File: config.mk
export PLATFORM = sky130hd
export DESIGN_NAME = flash_status_and_read_config
export DESIGN_NICKNAME = d
export VERILOG_FILES = /design/src/verilog/flash_status_pkg.sv /design/src/verilog/flash_status_and_read_config.sv
export SDC_FILE = /design/constraint.sdc
export NUM_CORES = 1
export LEC_CHECK = 0
export BUFFER_PORTS_ARGS = -buffer_cell sky130_fd_sc_hd__buf_2
export CORE_ASPECT_RATIO = 0.5
export CORE_MARGIN = 4
export CORE_UTILIZATION = 44
export DETAILED_ROUTE_END_ITERATION = 10
export GPL_ROUTABILITY_DRIVEN = 0
export PLACE_DENSITY_LB_ADDON = 0.25
export SLEW_MARGIN = 10
export SYNTH_ARGS = -nofsm -noshare
export SYNTH_HDL_FRONTEND = slang
export SYNTH_SLANG_ARGS = --single-unit
File: constraint.sdc
create_clock -name i_clock -period 1.8 [get_ports i_clock]
set_input_delay 0.45 -clock i_clock [delete_from_list [all_inputs] [get_ports i_clock]]
set_output_delay 0.45 -clock i_clock [all_outputs]
set_load 0.05 [all_outputs]
File: src/verilog/flash_status_pkg.sv
// shared constants for the flash status and read configuration block
// assumes one 100 MHz clock and a host that sends commands on that clock
package flash_status_pkg;

  // status register bit positions
  localparam int SR_CONTROLLER_IDLE   = 7;
  localparam int SR_ERASE_PAUSED      = 6;
  localparam int SR_ERASE_FAIL        = 5;
  localparam int SR_PROGRAM_FAIL      = 4;
  localparam int SR_SUPPLY_INVALID    = 3;
  localparam int SR_PROGRAM_PAUSED    = 2;
  localparam int SR_LOCKED_BLOCK      = 1;
  localparam int SR_BANK_OR_WORD      = 0;
  localparam logic [7:0] STATUS_RESET = 8'h80;

  // configuration register field positions
  localparam int CR_READ_SELECT       = 15;
  localparam int CR_LATENCY_HI        = 13;
  localparam int CR_LATENCY_LO        = 11;
  localparam int CR_WAIT_POLARITY     = 10;
  localparam int CR_OUTPUT_HOLD       = 9;
  localparam logic [15:0] CFG_RESET      = 16'hbfcf;
  localparam logic [15:0] CFG_WRITE_MASK = 16'hbfcf;

  // command operations on the command interface
  localparam logic [1:0] OP_SET_CONFIG   = 2'h1;
  localparam logic [1:0] OP_CLEAR_STATUS = 2'h2;

  // bank number width
  localparam int BANK_W = 4;

  // read sequencer states
  typedef enum logic [1:0] {
    RD_IDLE,
    RD_ASYNC,
    RD_LATENCY,
    RD_DATA
  } read_state_t;

endpackage

File: src/verilog/flash_status_and_read_config.sv
// status register and read configuration logic of a multi-bank burst flash
// assumes controller inputs and commands are on i_clock; the burst clock is a pin
//
// the block owns the two registers that the host sees: the status word that it
// polls while a program or erase runs, and the read configuration that decides
// how later reads present their data
// the program/erase controller, the array and the address path stay outside;
// they report their state here through level and pulse inputs
// things a user of this block must know:
// - the burst clock is sampled by i_clock, so it must stay well below half the
//   100 MHz rate; each of its rising edges is seen about three cycles late
// - the status word follows the controller inputs one cycle late, never at once
// - a set-configuration command never disturbs a read that is already running
// - reserved configuration bits always read back as zero
// - error flags are only ever cleared by the clear-status command or by reset;
//   an error event in the same cycle as the clear keeps its flag set
// - the wait output is deasserted outside bursts, at the level of the
//   polarity that the last read took
`timescale 1ns/1ns

module flash_status_and_read_config
  import flash_status_pkg::*;
(
  input  wire logic              i_clock,
  input  wire logic              i_reset,
  // command interface
  input  wire logic              i_cmd_strobe,
  input  wire logic [1:0]        i_cmd_op,
  input  wire logic [15:0]       i_cmd_data,
  // program/erase controller state
  input  wire logic              i_pe_busy,
  input  wire logic              i_erase_suspended,
  input  wire logic              i_program_suspended,
  input  wire logic              i_erase_fail_event,
  input  wire logic              i_program_fail_event,
  input  wire logic              i_supply_invalid_event,
  input  wire logic              i_locked_block_event,
  input  wire logic [BANK_W-1:0] i_busy_bank,
  input  wire logic [BANK_W-1:0] i_addressed_bank,
  input  wire logic              i_fast_factory_program_mode,
  input  wire logic              i_ffp_word_busy,
  // read path
  input  wire logic              i_burst_clock,
  input  wire logic              i_read_start,
  input  wire logic              i_read_end,
  input  wire logic [15:0]       i_array_data,
  output logic [7:0]             o_status,
  output logic [15:0]            o_config,
  output logic                   o_abort,
  output logic                   o_sync_mode,
  output logic [15:0]            o_read_data,
  output logic                   o_data_valid,
  output logic                   o_word_advance,
  output logic                   o_wait
);

  // all state of the block
  typedef struct packed {
    // burst clock synchroniser and edge history
    logic        k_meta;
    logic        k_sync;
    logic        k_prev;
    // configuration register and its decoded read mode
    logic [15:0] cfg;
    logic        sync_mode;
    // sticky error flags
    logic        erase_fail;
    logic        program_fail;
    logic        supply_invalid;
    logic        locked_block;
    // registered status word and abort pulse
    logic [7:0]  status;
    logic        abort;
    // read sequencer and the configuration taken at its start
    read_state_t rd_state;
    logic [2:0]  rd_latency;
    logic        rd_hold_two;
    logic        rd_polarity;
    logic [2:0]  edge_cnt;
    logic        hold_cnt;
    // read outputs
    logic [15:0] read_data;
    logic        data_valid;
    logic        word_advance;
    logic        wait_pin;
  } state_t;

  state_t state;
  state_t next_state;

  // helpers of the next-state logic, all given a value at the top of it;
  // k_rise is one cycle per synchronised burst clock rising edge, and
  // first_edge_done marks the edge on which the latency count is reached
  logic k_rise;
  logic wait_active;
  logic bank_flag;
  logic first_edge_done;

  // next state
  always_comb begin
    next_state = state;
    k_rise = state.k_sync & ~state.k_prev;
    wait_active = 1'b0;
    bank_flag = 1'b0;
    first_edge_done = 1'b0;

    // burst clock pin passes two flip-flops, then edge detect;
    // the history flop resets low like the idle pin, so no edge follows reset,
    // and only the second flop feeds the edge logic
    next_state.k_meta = i_burst_clock;
    next_state.k_sync = state.k_meta;
    next_state.k_prev = state.k_sync;

    // configuration only changes on the set-configuration command;
    // other op codes leave it alone, and the mask keeps reserved bits at zero
    if (i_cmd_strobe && (i_cmd_op == OP_SET_CONFIG)) begin
      next_state.cfg = i_cmd_data & CFG_WRITE_MASK;
    end

    // sticky error flags: clear first, so a same-cycle event wins;
    // losing an error that happened while the host cleared would hide a failed
    // operation, so the set side is given priority on purpose
    if (i_cmd_strobe && (i_cmd_op == OP_CLEAR_STATUS)) begin
      next_state.erase_fail = 1'b0;
      next_state.program_fail = 1'b0;
      next_state.supply_invalid = 1'b0;
      next_state.locked_block = 1'b0;
    end
    if (i_erase_fail_event) begin
      next_state.erase_fail = 1'b1;
    end
    if (i_program_fail_event) begin
      next_state.program_fail = 1'b1;
    end
    if (i_supply_invalid_event) begin
      next_state.supply_invalid = 1'b1;
    end
    if (i_locked_block_event) begin
      next_state.locked_block = 1'b1;
    end

    // abort request to the controller on a protected or unpowered target;
    // registered, so it rises one cycle after an event and stays high for as long as an event input stays high
    next_state.abort = i_locked_block_event | i_supply_invalid_event;

    // bank busy or word ready flag
    // an idle controller always shows 0, which also covers leaving fast
    // program mode; while busy the same bit carries either the word-ready
    // state of fast program mode or the other-bank indication
    if (!i_pe_busy) begin
      bank_flag = 1'b0;
    end else if (i_fast_factory_program_mode) begin
      bank_flag = i_ffp_word_busy;
    end else begin
      bank_flag = (i_busy_bank != i_addressed_bank);
    end

    // status word, registered so the output comes from a flip-flop;
    // error bits take the next flag values so a flag and its bit move together
    next_state.status[SR_CONTROLLER_IDLE] = ~i_pe_busy;
    next_state.status[SR_ERASE_PAUSED] = i_erase_suspended;
    next_state.status[SR_ERASE_FAIL] = next_state.erase_fail;
    next_state.status[SR_PROGRAM_FAIL] = next_state.program_fail;
    next_state.status[SR_SUPPLY_INVALID] = next_state.supply_invalid;
    next_state.status[SR_PROGRAM_PAUSED] = i_program_suspended;
    next_state.status[SR_LOCKED_BLOCK] = next_state.locked_block;
    next_state.status[SR_BANK_OR_WORD] = bank_flag;

    // read mode held in its own flop so the output needs no gate
    next_state.sync_mode = ~next_state.cfg[CR_READ_SELECT];

    // read sequencer
    // a start pulse always wins, even in the middle of a read, so the host can
    // restart at a new address; an end pulse returns to idle next cycle
    // the configuration fields are copied at the start so that a command given
    // during a burst cannot change its latency, hold time or wait polarity
    next_state.word_advance = 1'b0;
    if (i_read_start) begin
      // snapshot the configuration so a later command leaves this read alone
      next_state.rd_latency = state.cfg[CR_LATENCY_HI:CR_LATENCY_LO];
      next_state.rd_hold_two = state.cfg[CR_OUTPUT_HOLD];
      next_state.rd_polarity = state.cfg[CR_WAIT_POLARITY];
      next_state.edge_cnt = 3'h0;
      next_state.hold_cnt = 1'b0;
      if (state.cfg[CR_READ_SELECT]) begin
        // asynchronous: present the addressed word at once
        next_state.rd_state = RD_ASYNC;
        next_state.read_data = i_array_data;
        next_state.data_valid = 1'b1;
      end else begin
        // synchronous: bank and block boundaries do not stop the burst
        next_state.rd_state = RD_LATENCY;
        next_state.data_valid = 1'b0;
      end
    end else if (i_read_end) begin
      next_state.rd_state = RD_IDLE;
      next_state.data_valid = 1'b0;
    end else begin
      unique case (state.rd_state)
        RD_IDLE: begin
          next_state.data_valid = 1'b0;
        end
        RD_ASYNC: begin
          // asynchronous output follows the array word
          next_state.read_data = i_array_data;
        end
        RD_LATENCY: begin
          if (k_rise) begin
            // first data after the latency count of burst clock edges;
            // codes 0 and 1 behave as a latency of one edge, and the counter
            // never wraps because it stops one below the code it compares against
            first_edge_done = ((state.edge_cnt + 3'h1) >= state.rd_latency);
            if (first_edge_done) begin
              next_state.rd_state = RD_DATA;
              next_state.read_data = i_array_data;
              next_state.data_valid = 1'b1;
              next_state.word_advance = 1'b1;
              next_state.hold_cnt = 1'b0;
            end else begin
              next_state.edge_cnt = state.edge_cnt + 3'h1;
            end
          end
        end
        RD_DATA: begin
          if (k_rise) begin
            // each word stands one or two burst clocks
            if (!state.rd_hold_two || state.hold_cnt) begin
              next_state.read_data = i_array_data;
              next_state.word_advance = 1'b1;
              next_state.hold_cnt = 1'b0;
            end else begin
              next_state.hold_cnt = 1'b1;
            end
          end
        end
      endcase
    end

    // wait pin: asserted while a synchronous word is not yet valid
    // the asserted level is the snapshot polarity; on a start pulse the
    // snapshot is not yet in the flop, so the live bit is used for that cycle
    wait_active = (next_state.rd_state == RD_LATENCY);
    next_state.wait_pin = wait_active ~^ next_state.rd_polarity;
    if (i_read_start) begin
      next_state.wait_pin = wait_active ~^ state.cfg[CR_WAIT_POLARITY];
    end
  end

  // state register
  // reset gives the documented defaults: asynchronous reads, active high wait,
  // two-clock hold and the reserved latency code, with all error flags clear
  always_ff @(posedge i_clock) begin
    if (i_reset) begin
      state <= '0;
      state.cfg <= CFG_RESET;
      state.status <= STATUS_RESET;
      state.rd_state <= RD_IDLE;
      state.rd_polarity <= 1'b1;
      state.rd_hold_two <= 1'b1;
      state.rd_latency <= 3'h7;
    end else begin
      state <= next_state;
    end
  end

  // outputs straight from the state register
  // no output passes through a gate, so each one settles right after the edge
  assign o_status = state.status;
  assign o_config = state.cfg;
  assign o_abort = state.abort;
  assign o_sync_mode = state.sync_mode;
  assign o_read_data = state.read_data;
  assign o_data_valid = state.data_valid;
  assign o_word_advance = state.word_advance;
  assign o_wait = state.wait_pin;

endmodule

==> reports/qor.csv <==
metric;value;unit
Pre-antenna DRT Iters;4;
sequential area share after synthesis;42.6;%
Fin Clk Skew;3.02;ps
Max Freq;0.514;GHz
Pleak;1.55;nW
CTS tree;done;
Post-Synthesis Cell Area;2630;sq um
htree depth;2;
HP Start;i_pe_busy;
number of flops mapped to enable cells by yosys;0;
first-pass GRT wire length;9320;microns
Setup CP Type;flip-flop to flip-flop;
VDD IR max;0.407;mV
Rows;19;
pwr dens;898;nW/um^2
final max-slew violation count;0;
status;finished with violations;
Synth Instances;295;
CORE AREA;5630;sq um
Clock Tree Root;clkbuf_16;
Antenna Violating Nets Remaining;0;
Total GRT Usage;15.2;%
CP Launch Point;state[21];
Hold Vio Cnt, Final;0;
Most Used Layer, Global Route;met2;
die height;62.7;microns
Final nets;426;
clock sinks;56;
period utilization;108;%
GR Overflow Total;0;
warnings from Yosys;0;
IO Pins;102;
RSZ-0062 raised after global routing;true;
Hold Slack;345;ps
startpoint types;flip-flop;
Mean Syn Cell Area;8.91;sq um
Remaining DRCs;0;
ys async rst share;0;%
Util after Layout;56.1;%
Synth-to-Final Area Change;20.3;%
CP Max Fanout;3;
Die ar.;7350;sq um
Finish-stage setup viols;24;
hpwl dp;4010;microns
Clock Tree Buf Depth;2;
clock-pin slew on the worst setup and hold paths;70;ps
die width;117;microns
unique cell type count in the Yosys netlist;44;
largest net degree at the start of global routing;35;
met1 usage in global routing;18.3;%
most frequent cells in the layout;95 x buf_2, 66 x nand2_1, 54 x dfxtp_1, 20 x mux2i_1, 13 x nand3_1;
Critical Path AT;2120;ps
failing checks;negative setup slack;
Routed WL per cell;12.6;microns
layout cells sized above 1;37.3;%
Crit path required time;1980;ps
worst setup margin;-144;ps
Clk Latency, worst-skew pair;290;ps
Seq cells post-synth;56;
initial antenna violation count;0;
maxcap violations;0;
critical path capture point type;flip-flop;
r2r startpoint;state[21];
GRT met2 Usage;26.6;%
DRT iter0 DRCs;64;
most common cell after layout, fill and taps aside;buf_2;
Via density;4.72;
routed via count;2055;
min Tclk post-route;1940;ps
# diodes;0;
initial core utilization;46.7;%
input/output buffers;95;
M3 GR Usage;4.07;%
Hold Path Class;input port to flip-flop;
Synth Flop Type;dfxtp_1;
TritonCTS buffer count;5;
vias in the first global route;2052;
Detailed Route WL;5500;microns
[cell type report]
type,count,area [sq um]
tap,73,91.3
clock inverter,1,8.76
sequential,56,1120
multi-input combinational,183,1190
clock buffer,7,133
timing repair buffer,108,589
inverter,7,26.3
fill,531,2470
[routing by layer]
layer	share of wire, %	routed length (microns)	vias to the layer above
met2	47	2600	63
met4	1.0	56	0
met3	6.1	338	5
met1	46	2510	928
li1	-	-	1059
met5	0	0	-
[Yosys cell counts, drive strengths merged, types with 2 or more instances]
master | instances | share of area [%]
inv | 7 | 1.0
nor2b | 6 | 1.7
xor2 | 2 | 0.67
nor3 | 4 | 0.76
nand3 | 13 | 2.5
o211ai | 3 | 1.0
nand3b | 2 | 0.57
nand4 | 2 | 0.48
a21oi | 9 | 2.0
o21ai | 4 | 1.6
nand2b | 3 | 0.71
and3 | 2 | 0.48
nor2 | 13 | 2.5
a31oi | 3 | 0.71
clkbuf | 9 | 1.3
nand2 | 68 | 9.7
dfxtp | 56 | 43
mux2i | 20 | 7.6
ha | 8 | 3.8
buf | 43 | 13
xnor2 | 5 | 1.7
[where the power goes]
group	leakage [nW]	switching, mW	total, mW	internal (mW)
Clock	0.0681	0.415	0.935	0.520
Combinational	1.02	0.388	0.565	0.177
Sequential	0.462	0.0317	1.34	1.31
[kinds of logic after synthesis]
family	after synthesis	synth area share [%]
multiplexers	20	7.62
XOR/XNOR	7	2.33
adder cells (fa/ha/maj)	8	3.81
buffers and inverters	59	15.1
AND/OR/NAND/NOR	118	20.7
AO/OA/AOI/OAI	26	7.66
flip-flops	56	42.6
other	1	0.143
[metrics by stage]
| step | total power, mW | setup TNS [ps] | worst slack [ps] | area [sq um] | std cells |
|---|---|---|---|---|---|
| finish | 2.84 | -2560 | -144 | 3160 | 435 |
| CTS | 2.88 | -2970 | -154 | 3150 | 434 |
| floorplan | 1.84 | -1900 | -167 | 2650 | 297 |
| global placement | 1.90 | -6100 | -357 | 2920 | 423 |
| detailed placement | 1.92 | -7700 | -463 | 2920 | 423 |
| global route | 2.98 | -4760 | -239 | 3160 | 435 |
[flip-flops by register name, indices dropped and copies added, names as in the netlist]
| name | cells |
|---|---|
| o_sync_mode | 1 |
| next_state | 2 |
| o_data_valid | 1 |
| o_status | 8 |
| state | 12 |
| o_abort | 1 |
| o_config | 13 |
| o_word_advance | 1 |
| o_wait | 1 |
| o_read_data | 16 |
[final timing paths]
kind | end | cells past startpoint | slack [ps]
worst max-delay path | state[21] | 8 | -140
worst min-delay path | o_status[7] | 2 | 340
worst max register to register | state[21] | 8 | -140
worst min register to register | next_state[60] | 1 | 450
[critical path, stage by stage, from the launching register on]
cell,delay [ps]
dfxtp_2,340
ha_4,160
xor2_1,140
ha_1,310
a21oi_2,220
o21a_1,210
and3_4,220
mux2i_1,190
nor3_1,60
[repair_timing]
action	CTS	global route
gates resized for setup	10	1
pin swaps	12	5
cloned	1	0
buffers inserted	2	1
endpoints found under the setup margin	24	24
hold buffers	0	0
(Power assumes the default switching activity.)
